## config.mk

```make
export PLATFORM = sky130hd
export DESIGN_NAME = prs_status_top
export DESIGN_NICKNAME = d
export VERILOG_FILES = /design/src/prs_pkg.sv /design/src/prs_sticky_if.sv /design/src/prs_sticky.sv /design/src/prs_status_top.sv
export SDC_FILE = /design/constraint.sdc
export NUM_CORES = 1
export LEC_CHECK = 0
export BUFFER_PORTS_ARGS = -buffer_cell sky130_fd_sc_hd__clkbuf_2
export CAP_MARGIN = 10
export CORE_ASPECT_RATIO = 0.5
export CORE_UTILIZATION = 31
export CTS_BUF_LIST = sky130_fd_sc_hd__clkbuf_4 sky130_fd_sc_hd__clkbuf_8 sky130_fd_sc_hd__clkbuf_16
export CTS_CLUSTER_SIZE = 30
export DETAILED_ROUTE_END_ITERATION = 8
export PLACE_DENSITY_LB_ADDON = 0.15
export SYNTH_ARGS = -nofsm -noshare
export SYNTH_HDL_FRONTEND = slang
export SYNTH_SLANG_ARGS = --single-unit
```

## constraint.sdc

```tcl
create_clock -name clk -period 0.8 [get_ports clk]
set_input_delay 0.12 -clock clk [delete_from_list [all_inputs] [get_ports clk]]
set_output_delay 0.12 -clock clk [all_outputs]
set_load 0.02 [all_outputs]
```

## src/prs_pkg.sv

```systemverilog
// Purpose: constants and types for the reset and power status register block
// Assumes: one clock, registers reached at their printed offsets on a plain debug port
// Notes: layout fixed by the status register field map
//
// What this block does
// - reset flag bit 2 reads 1 while non-debug logic is held in reset
// - reset flag read-only; unknown, write-ignored when unpowered or double locked
// - state-lost bit reads 1 when core debug state lost, else 0
// - state-lost bit set to 1 on cold reset
// - double locked with newer revision: state-lost bit reads 0
// - state-lost reads zero when unpowered, unknown when locked, else read-only
// - with debug power domain feature, live bit 0 always reads one
// - newer revision without the feature: live bit reads 1 only when powered and not double locked
// - older revision, powered and locked: live bit value is implementation choice
// - qualifying read clears restrict, monitor, access and state-lost sticky bits
// - read clears sticky core reset bit only when reset flag reads 0
// - under double lock the read clearing may be done or skipped
// - unpowered without feature: state-lost bit does not clear on read
// - read clearing is treated as an indirect write of the register
// - status register sits at offset 0x314 of the debug component
// - accesses read-only when feature present or powered, otherwise error
// - unpowered without feature: state-lost value implementation defined
// - status and control word is 32 bits, bits 30:29 mirror comms status
// - sticky core reset bit set on warm reset, held until qualifying read
package prs_pkg;
    localparam int PRS_AW = 12;
    localparam int PRS_DW = 32;
    localparam logic [PRS_AW-1:0] PRS_STATUS_OFF = 12'h314;
    localparam logic [PRS_AW-1:0] PRS_CTRL_OFF = 12'h088;
    localparam int PRS_BIT_LIVE = 0;
    localparam int PRS_BIT_LOST = 1;
    localparam int PRS_BIT_RST = 2;
    localparam int PRS_BIT_RSTSEEN = 3;
    localparam int PRS_BIT_DLK = 6;
    localparam int PRS_BIT_DAD = 7;
    localparam int PRS_BIT_DRESTR = 11;
    localparam int PRS_BIT_MAD = 10;
    localparam int PRS_MIR_HI = 30;
    localparam int PRS_MIR_LO = 29;
    localparam logic PRS_LOST_RST = 1'b1;
    localparam logic PRS_SEEN_RST = 1'b1;
    typedef enum logic [1:0] {PRS_ACC_OK, PRS_ACC_ERR, PRS_ACC_UNMAP} prs_acc_e;
endpackage : prs_pkg

```

## src/prs_sticky_if.sv

```systemverilog
// Purpose: carries sticky set and clear events between block modules
// Assumes: single clock domain
// Notes: sets come from the core side, clears from the read path
`timescale 1ns/100ps
interface prs_sticky_if;
    logic [3:0] set_ev;
    logic [3:0] clr_ev;
    logic [3:0] val;
    modport src (output set_ev, output clr_ev, input val);
    modport hold (input set_ev, input clr_ev, output val);
endinterface : prs_sticky_if

```

## src/prs_sticky.sv

```systemverilog
// Purpose: holds the four read-clear sticky bits
// Assumes: set events are single-cycle or level
// Notes: set wins over clear in the same cycle
`timescale 1ns/100ps
module prs_sticky #(
    parameter logic [3:0] RST_VAL = 4'h0
) (
    input wire logic clk,
    input wire logic reset_n,
    prs_sticky_if.hold sb
);
    import prs_pkg::*;
    logic [3:0] val_r;
    // ------------------------------------------------------------
    // sticky storage
    // ------------------------------------------------------------
    // a set arriving with a read clear must not be lost
    always_ff @(posedge clk or negedge reset_n) begin
        if (!reset_n) begin
            val_r <= RST_VAL;
        end else begin
            val_r <= (val_r & ~sb.clr_ev) | sb.set_ev;
        end
    end
    assign sb.val = val_r;
    chk_set_wins: assert property (@(posedge clk) disable iff (!reset_n)
        |sb.set_ev |-> ##1 ((val_r & $past(sb.set_ev)) == $past(sb.set_ev)))
        else $error("sticky set lost");
endmodule : prs_sticky

```

## src/prs_status_top.sv

```systemverilog
// Purpose: reset and power status register seen by the external debugger
// Assumes: debug port is a simple read/write strobe port, answer one cycle later
// Notes: unknown-value cases return zero; restrict, monitor and access sticky bits in a submodule, state-lost and reset-seen bits here
`timescale 1ns/100ps
module prs_status_top #(
    parameter bit HAS_DPD = 1'b0,
    parameter bit HAS_DBL_LOCK = 1'b1,
    parameter bit HAS_REV_TWO = 1'b1,
    parameter bit LOCKED_LIVE_ONE = 1'b0
) (
    input wire logic clk,
    input wire logic reset_n,
    input wire logic warm_reset_n,
    input wire logic core_domain_on,
    input wire logic pe_in_reset,
    input wire logic dbl_lock_engaged,
    input wire logic state_lost_ev,
    input wire logic debug_restrict_ev,
    input wire logic monitor_access_off_ev,
    input wire logic debug_access_off_ev,
    input wire logic [1:0] comms_status_mirror,
    input wire logic dbg_sel,
    input wire logic dbg_wr,
    input wire logic [prs_pkg::PRS_AW-1:0] dbg_addr,
    input wire logic [prs_pkg::PRS_DW-1:0] dbg_wdata,
    output logic [prs_pkg::PRS_DW-1:0] dbg_rdata,
    output logic dbg_ack,
    output logic dbg_err,
    output logic indirect_wr
);
    import prs_pkg::*;

    // ------------------------------------------------------------
    // access qualifiers
    // ------------------------------------------------------------
    logic locked;
    logic unpowered;
    logic live;
    logic rd_status;
    logic clr_ok;
    prs_acc_e acc;
    assign locked = HAS_DBL_LOCK && dbl_lock_engaged;
    assign unpowered = !HAS_DPD && !core_domain_on;
    // live bit forced high with the power domain feature
    assign live = HAS_DPD ? 1'b1
        : (core_domain_on && (!locked || (!HAS_REV_TWO && LOCKED_LIVE_ONE)));

    // decode one access to an access class
    function automatic prs_acc_e prs_classify(input logic [PRS_AW-1:0] a);
        if (a == PRS_STATUS_OFF) begin
            return (HAS_DPD || core_domain_on) ? PRS_ACC_OK : PRS_ACC_ERR;
        end else if (a == PRS_CTRL_OFF) begin
            return PRS_ACC_OK;
        end
        return PRS_ACC_UNMAP;
    endfunction : prs_classify

    assign acc = prs_classify(dbg_addr);
    assign rd_status = dbg_sel && !dbg_wr && acc == PRS_ACC_OK
        && dbg_addr == PRS_STATUS_OFF;
    // clear skipped under double lock: allowed, and simpler to reason about
    assign clr_ok = rd_status && core_domain_on && !locked;

    // ------------------------------------------------------------
    // sticky bits
    // ------------------------------------------------------------
    prs_sticky_if sb ();
    logic rst_seen_r;
    logic lost_r;
    assign sb.set_ev = {debug_restrict_ev, monitor_access_off_ev, debug_access_off_ev,
        state_lost_ev};
    assign sb.clr_ev = {4{clr_ok}};
    prs_sticky #(.RST_VAL(4'h0)) u_sticky (
        .clk(clk),
        .reset_n(reset_n),
        .sb(sb)
    );

    // state lost: cold reset sets it, core power loss sets it
    always_ff @(posedge clk or negedge reset_n) begin
        if (!reset_n) begin
            lost_r <= PRS_LOST_RST;
        end else if (state_lost_ev || !core_domain_on) begin
            lost_r <= 1'b1;
        end else if (clr_ok) begin
            lost_r <= 1'b0;
        end
    end

    // core reset seen: warm reset sets it; cleared only if reset flag reads 0
    always_ff @(posedge clk or negedge warm_reset_n) begin
        if (!warm_reset_n) begin
            rst_seen_r <= PRS_SEEN_RST;
        end else if (pe_in_reset) begin
            rst_seen_r <= 1'b1;
        end else if (clr_ok) begin
            rst_seen_r <= 1'b0;
        end
    end

    // ------------------------------------------------------------
    // read data
    // ------------------------------------------------------------
    logic [PRS_DW-1:0] status_word;
    logic [PRS_DW-1:0] ctrl_word;
    logic hide;
    assign hide = unpowered || locked;
    always_comb begin
        status_word = '0;
        status_word[PRS_BIT_LIVE] = live;
        // zero when unpowered or locked; locked unknown value returned as zero
        status_word[PRS_BIT_LOST] = (hide) ? 1'b0 : lost_r;
        status_word[PRS_BIT_RST] = hide ? 1'b0 : pe_in_reset;
        status_word[PRS_BIT_RSTSEEN] = hide ? 1'b0 : rst_seen_r;
        status_word[PRS_BIT_DLK] = HAS_DBL_LOCK && core_domain_on && locked;
        status_word[PRS_BIT_DAD] = hide ? 1'b0 : sb.val[1];
        status_word[PRS_BIT_MAD] = hide ? 1'b0 : sb.val[2];
        status_word[PRS_BIT_DRESTR] = hide ? 1'b0 : sb.val[3];
        ctrl_word = '0;
        ctrl_word[PRS_MIR_HI:PRS_MIR_LO] = comms_status_mirror;
    end

    // ------------------------------------------------------------
    // debug port answer
    // ------------------------------------------------------------
    // writes are ignored everywhere: every field is read-only
    always_ff @(posedge clk or negedge reset_n) begin
        if (!reset_n) begin
            dbg_rdata <= '0;
            dbg_ack <= 1'b0;
            dbg_err <= 1'b0;
            indirect_wr <= 1'b0;
        end else begin
            dbg_ack <= dbg_sel;
            dbg_err <= dbg_sel && acc != PRS_ACC_OK;
            indirect_wr <= clr_ok;
            if (dbg_sel && !dbg_wr && acc == PRS_ACC_OK) begin
                dbg_rdata <= (dbg_addr == PRS_STATUS_OFF) ? status_word : ctrl_word;
            end else begin
                dbg_rdata <= '0;
            end
        end
    end

    // ------------------------------------------------------------
    // checks
    // ------------------------------------------------------------
    chk_reset_flag_read: assert property (@(posedge clk) disable iff (!reset_n)
        rd_status && !hide |-> ##1 dbg_rdata[PRS_BIT_RST] == $past(pe_in_reset))
        else $error("reset flag wrong");
    chk_reset_flag_hidden: assert property (@(posedge clk) disable iff (!reset_n)
        rd_status && hide |-> ##1 !dbg_rdata[PRS_BIT_RST])
        else $error("reset flag not hidden");
    chk_lost_cleared: assert property (@(posedge clk) disable iff (!reset_n)
        clr_ok && !state_lost_ev ##1 core_domain_on && !state_lost_ev |-> !lost_r)
        else $error("state lost not cleared");
    chk_lost_locked_zero: assert property (@(posedge clk) disable iff (!reset_n)
        rd_status && locked |-> ##1 !dbg_rdata[PRS_BIT_LOST])
        else $error("state lost under lock");
    chk_live_bit: assert property (@(posedge clk) disable iff (!reset_n)
        rd_status && core_domain_on && !locked |=> dbg_rdata[PRS_BIT_LIVE])
        else $error("live bit low while accessible");
    // with the newer revision a locked core must not look accessible
    chk_live_locked: assert property (@(posedge clk) disable iff (!reset_n)
        rd_status && locked && HAS_REV_TWO && !HAS_DPD |=> !dbg_rdata[PRS_BIT_LIVE])
        else $error("live bit high under lock");
    chk_seen_kept: assert property (@(posedge clk) disable iff (!reset_n)
        clr_ok && pe_in_reset |=> rst_seen_r)
        else $error("reset seen cleared in reset");
    chk_err_unpowered: assert property (@(posedge clk) disable iff (!reset_n)
        dbg_sel && dbg_addr == PRS_STATUS_OFF && unpowered |=> dbg_err)
        else $error("no error when unpowered");
    chk_indirect_write: assert property (@(posedge clk) disable iff (!reset_n)
        clr_ok |=> indirect_wr)
        else $error("indirect write missing");
    chk_lost_on_power: assert property (@(posedge clk) disable iff (!reset_n)
        !core_domain_on |=> lost_r)
        else $error("power loss not seen");
    chk_mirror_bits: assert property (@(posedge clk) disable iff (!reset_n)
        dbg_sel && !dbg_wr && dbg_addr == PRS_CTRL_OFF |=>
        dbg_rdata[PRS_MIR_HI:PRS_MIR_LO] == $past(comms_status_mirror))
        else $error("mirror bits wrong");
    cov_clear_read: cover property (@(posedge clk) disable iff (!reset_n) clr_ok);
    cov_locked_read: cover property (@(posedge clk) disable iff (!reset_n) rd_status && locked);
    cov_err_access: cover property (@(posedge clk) disable iff (!reset_n) dbg_sel && unpowered);
    cov_read_in_reset: cover property (@(posedge clk) disable iff (!reset_n)
        rd_status && pe_in_reset);
endmodule : prs_status_top

```

# After elaboration in Yosys (flattened, before gate mapping)
# Index checks and enable logic that the tools add are counted.
totals:
  ff_bits: 41
  latchBits: 0
  ram_bits: 0
  romBits: 0
  input_bits: 58
  output_inout_bits: 35
  n_memories: 0
classes:
  addsub: 0
  n_mul: 0
  div_mod_pow: 0
  magnitude_cmp: 0
  eq_ne: 2
  shifts: 0
  mux: 17
  n_bitwise: 3
  reduce_logical: 17
ops:
  columns: ["op", "count"]
  rows:
  - ["two-way mux 31 bit", 2]
  - ["== test 12 x 10 -> 1 bit, second input constant", 1]
  - ["== test 12 x 8 -> 1 bit, second input constant", 1]
  - ["two-way mux 1 bit", 12]
  - ["logical AND 1 bit", 8]
  - ["two-way mux 2 bit", 3]
  - ["nonzero test 2 bit", 3]
  - ["bitwise AND 4 bit", 1]
  - ["NOT 4 bit", 1]
  - ["bitwise OR 4 bit", 1]
  - ["logical NOT 1 bit", 3]
  - ["logical NOT 2 bit", 1]
  - ["logical OR 1 bit", 2]

# Logic depth before layout (Yosys ltp)
depth:
  word_depth: 12
  depth_mapped: 4
  depth_no_buf: 3

# Hierarchy
# A second synthesis with hierarchy kept.
unflattened:
  cells_unflattened: 78
  hier_area_um2: 903.4
by_module_without_submodules:
  columns: ["mod", "n_inst", "cells_each", "area_per_inst_um2", "seq_area_each_um2"]
  rows:
  - ["prs_status_top", 1, 66, 758.2, 377.9]
  - ["prs_sticky", 1, 12, 145.1, 100.1]

# Least setup slack after synthesis
# Ideal clock, no wire load.
synth_path:
  kind: "in2reg"
  from: "input dbg_addr[5] in the netlist's numbering"
  to: "register dbg_rdata[1] in the netlist's numbering"
  setup_ns: 0.066
  arrival_ns: 1.254
  t_required_ns: 0.734
  setup_slack_ns: -0.520
  stages: 4
  path_buffers: 1
  cell_sequence: "or4_4 -> nor4_4 -> buf_6 -> and2_1"
synth_between:
  elab_chain_len: 7
  elab_cells_between_ends: 10
synth_rtl:
  columns: ["item", "line_no", "rtl"]
  rows:
  - ["from (decl)", "prs_status_top.sv:24", "input wire logic [prs_pkg::PRS_AW-1:0] dbg_addr,"]
  - ["== test 12 x 8 -> 1 bit", "prs_status_top.sv:52", "end else if (a == PRS_CTRL_OFF) begin"]
  - ["two-way mux 1 bit", "prs_status_top.sv:52", null]
  - ["two-way mux 1 bit", "prs_status_top.sv:50", "if (a == PRS_STATUS_OFF) begin"]
  - ["two-way mux 2 bit", "prs_status_top.sv:55", "return PRS_ACC_UNMAP;"]
  - ["logical NOT 2 bit", "prs_status_top.sv:137", "if (dbg_sel && !dbg_wr && acc == PRS_ACC_OK) begin"]
  - ["logical AND 1 bit", "prs_status_top.sv:137", null]
  - ["two-way mux 31 bit *", "prs_status_top.sv:137", null]
  - ["to (signal assigned)", "prs_status_top.sv:138", "dbg_rdata <= (dbg_addr == PRS_STATUS_OFF) ? status_word : ctrl_word;"]
  - ["to (decl)", "prs_status_top.sv:26", "output logic [prs_pkg::PRS_DW-1:0] dbg_rdata,"]
# Mark *: on every way between the ends. The rest lies on a longest branch, timed or not.
# A chain may end at the register's enable or synchronous reset.

# Final worst setup path
layout_path:
  from: "input dbg_addr[0] in the netlist's numbering"
  to: "register dbg_rdata[11] in the netlist's numbering"
# The elaborated chain is that of the path after synthesis.

==> summary.md <==
| Metric | Value |
|---|---|
| Syn Area/Cell | 11.5 µm² |
| Clock root cell | clkbuf_8 |
| Multiplexer area fraction after synthesis | 0% |
| Worst flop-to-flop path startpoint | rst_seen_r |
| ANT nets after route | 0 |
| Post-synth top area cell | dfrtp_1 |
| DRC viols | 0 |
| Synth-to-Final Area Change | 46.1% |
| TritonCTS buffer count | 3 |
| Pleak | 0.704 nW |
| GRT Overall Usage | 10.1% |
| Synth cell types | 23 |
| Status | complete, but fails checks |
| Grt ovf | 0 |
| Core footprint | 2640 µm² |
| Critical Path End Type | register |
| Vias in the first global route | 493 |
| Tcrit/Tclk final | 143% |
| Routability Congestion | 0.739 |
| Initial antenna violation count | 0 |
| Final WL | 1510 µm |
| Post-synthesis compound-gate area fraction | 5.87% |
| Post-Synth Adder-Cell Area | 0% |
| Layout cells sized above 1 | 48.4% |
| Final core occ | 48.5% |
| Worst VDD drop | 997 µV |
| Die H | 39.6 µm |
| Hold Fails Final Rpt | 0 |
| Inst Count DP | 157 |
| Minimum clock period | 1.15 ns |
| Insertion delay to the later sink of the worst-skew pair | 0.24 ns |
| Total clock sinks | 18 |
| Fin cells | 163 |
| WP data arrival | 1.33 ns |
| Die Wd | 77.1 µm |
| Largest family of logic cells by synthesized area | buffers and inverters |
| Max Fclk | 872 MHz |
| Final setup viols | 30 |
| Power Density | 1400 nW/µm² |
| FF+latch count, synth | 18 |
| Starting Density | 33.2% |
| Slowest stage delay, CP | 0.55 ns |
| Total design power | 1.78 mW |
| Hold Path Origin | dbg_sel |
| Mean routed wirelength per cell | 9.23 µm |
| CTS H-tree depth | 1 |
| Worst-path cell chain | buf_6, or4b_4, nor4_4, buf_6, and2_1 |
| Syn Inst Count | 76 |
| DP HPWL | 1160 µm |
| TritonCTS clock tree | built |
| Ports | 93 |
| Final hold slack | 0.0142 ns |
| TritonRoute pass-1 iters | 4 |
| Pin count of the biggest net entering global routing | 18 |
| Clock slew at reported path FFs | 0.06 ns |
| XOR/XNOR Fraction of Synth Area | 0% |
| Port buffer count | 38 |
| Largest cells by area after synthesis | dfrtp_1, buf_4, dfstp_2 |
| Fin. max-slew vios | 0 |
| Netlist Area Pre-Place | 875 µm² |
| Crit Path Max Fanout | 12 |
| Clock Skew | 0.000812 ns |
| Post-route setup slack | -0.347 ns |
| Vias after detailed routing | 627 |
| Post-place setup slack | -0.634 ns |
| Hold Crit Class | input port to register |
| Sequential share of the synthesized area | 51.8% |
| Post-synthesis simple-gate area fraction | 20.0% |
| Share of the synthesized area in the top cell type | 45.8% |
| Global-route wire length before repair | 2230 µm |
| Critical Path Start Type | input port |
| Critical Path Start | dbg_addr[0] |
| RSZ-0062 raised after global routing | yes |
| Vias per cell | 3.85 |
| Most Frequent Cell on Critical Path | buf_6 |
| Die area | 3050 µm² |
| DR iter-0 viols | 5 |
| Failing checks | setup timing |
| Yosys warnings | 0 |
| Fin nets | 186 |
| Worst Setup Path Type | input port to register |
| CTS Buffer Depth | 2 |
| Worst Path Required | 0.99 ns |
| Max Cap Violations | 0 |
| Final antenna diode count | 0 |
| Rows | 13 |
| Critical-path top delay cell | or4b_4 |
-- power breakdown --
part	total, mW	internal (mW)	switching [mW]	leakage (nW)
sequential	0.919	0.916	0.00235	0.224
combinational	0.271	0.105	0.167	0.458
clock	0.593	0.333	0.259	0.0216
total	1.78	1.35	0.428	0.704
-- flip-flops by register name (all words and copies together), names as in the netlist --
signal / flops
u_sticky.sb.val: 3
indirect_wr: 1
dbg_ack: 1
lost_r: 1
dbg_rdata: 10
dbg_err: 1
rst_seen_r: 1
-- critical path: cells and delay by family --
family,cells,cell delay (ns)
and+or+nand+nor,3,0.96
buffers and inverters,2,0.26
-- cell families (layout without fill, tap and decap cells) --
kind of cell / count (synthesis) / after routing
simple gates: 23 / 23
buf+inv: 27 / 56
compound gates: 7 / 7
flops: 18 / 18
other cells: 1 / 22
-- layer usage --
metal	GRT usage, %	wire length (µm)	up-vias
met3	3.49	130	0
met4	2.83	0	0
met2	19.2	761	38
li1	-	-	307
met5	0	0	-
met1	11.1	612	282
-- layout by cell type (no fill, tap or decap) --
master	instances
o22ai_1	1
clkbuf_8	3
nand3b_1	1
dlygate4sd3_1	2
o21bai_1	5
inv_1	4
conb_1	22
nor2b_1	1
dfrtp_1	16
clkbuf_2	24
or4b_4	2
and3_1	1
nor2_1	2
nor3_4	1
a21boi_2	1
nor2_4	1
or4_4	1
and3_4	2
nand4b_1	1
nand2b_1	1
and2_1	6
dfstp_2	2
buf_6	17
nor4_1	1
nand4bb_1	1
buf_4	6
nor4_4	1
-- layout make-up --
| class | instances | area (µm²) |
|---|---|---|
| clock buffers | 3 | 41.3 |
| fillers | 243 | 1360 |
| inverters | 4 | 15.0 |
| multi-input cells | 52 | 345 |
| flip-flops and latches | 18 | 453 |
| well taps | 37 | 46.3 |
| repair buffers | 49 | 377 |
-- synthesized netlist by cell type --
| master | instances |
|---|---|
| nand3b_1 | 1 |
| nand4b_1 | 1 |
| nor4_4 | 1 |
| a21boi_0 | 1 |
| nor2b_1 | 1 |
| and2_1 | 6 |
| dfrtp_1 | 16 |
| or4b_2 | 1 |
| conb_1 | 1 |
| buf_6 | 1 |
| and3_1 | 3 |
| nand2b_1 | 1 |
| buf_4 | 22 |
| or4b_4 | 1 |
| dfstp_2 | 2 |
| nand4bb_1 | 1 |
| or4_4 | 1 |
| o21bai_1 | 5 |
| nor4_1 | 1 |
| nor2_1 | 3 |
| nor3_1 | 1 |
| o22ai_1 | 1 |
| inv_1 | 4 |
-- repair_timing --
item,in CTS,in global routing
hold buffers,2,0
setup endpoints to repair,30,30
setup buffers,1,0
pin swaps,2,2
resized for setup,6,43
endpoints found under the hold margin,17,0
cloned,0,0
-- through the flow --
| stage | instance area, µm² | setup TNS [ns] |
|---|---|---|
| 4_1_cts | 1170 | -6.49 |
| 3_3_place_gp | 1080 | -9.72 |
| 5_1_grt | 1280 | -7.22 |
| 2_1_floorplan | 962 | -6.85 |
| 6_report | 1280 | -6.19 |
| 3_5_place_dp | 1080 | -9.80 |
-- final timing paths --
| path | end | slack, ns | depth (start not counted) |
|---|---|---|---|
| max | dbg_rdata[11] | -0.35 | 5 |
| min | dbg_ack | 0.01 | 1 |
| max reg2reg | rst_seen_r | 0.06 | 2 |
| min reg2reg | rst_seen_r | 0.47 | 2 |
| max in group asynchronous | lost_r | 0.12 | 2 |
| min in group asynchronous | rst_seen_r | 0.35 | 2 |
(Power assumes the default switching activity.)
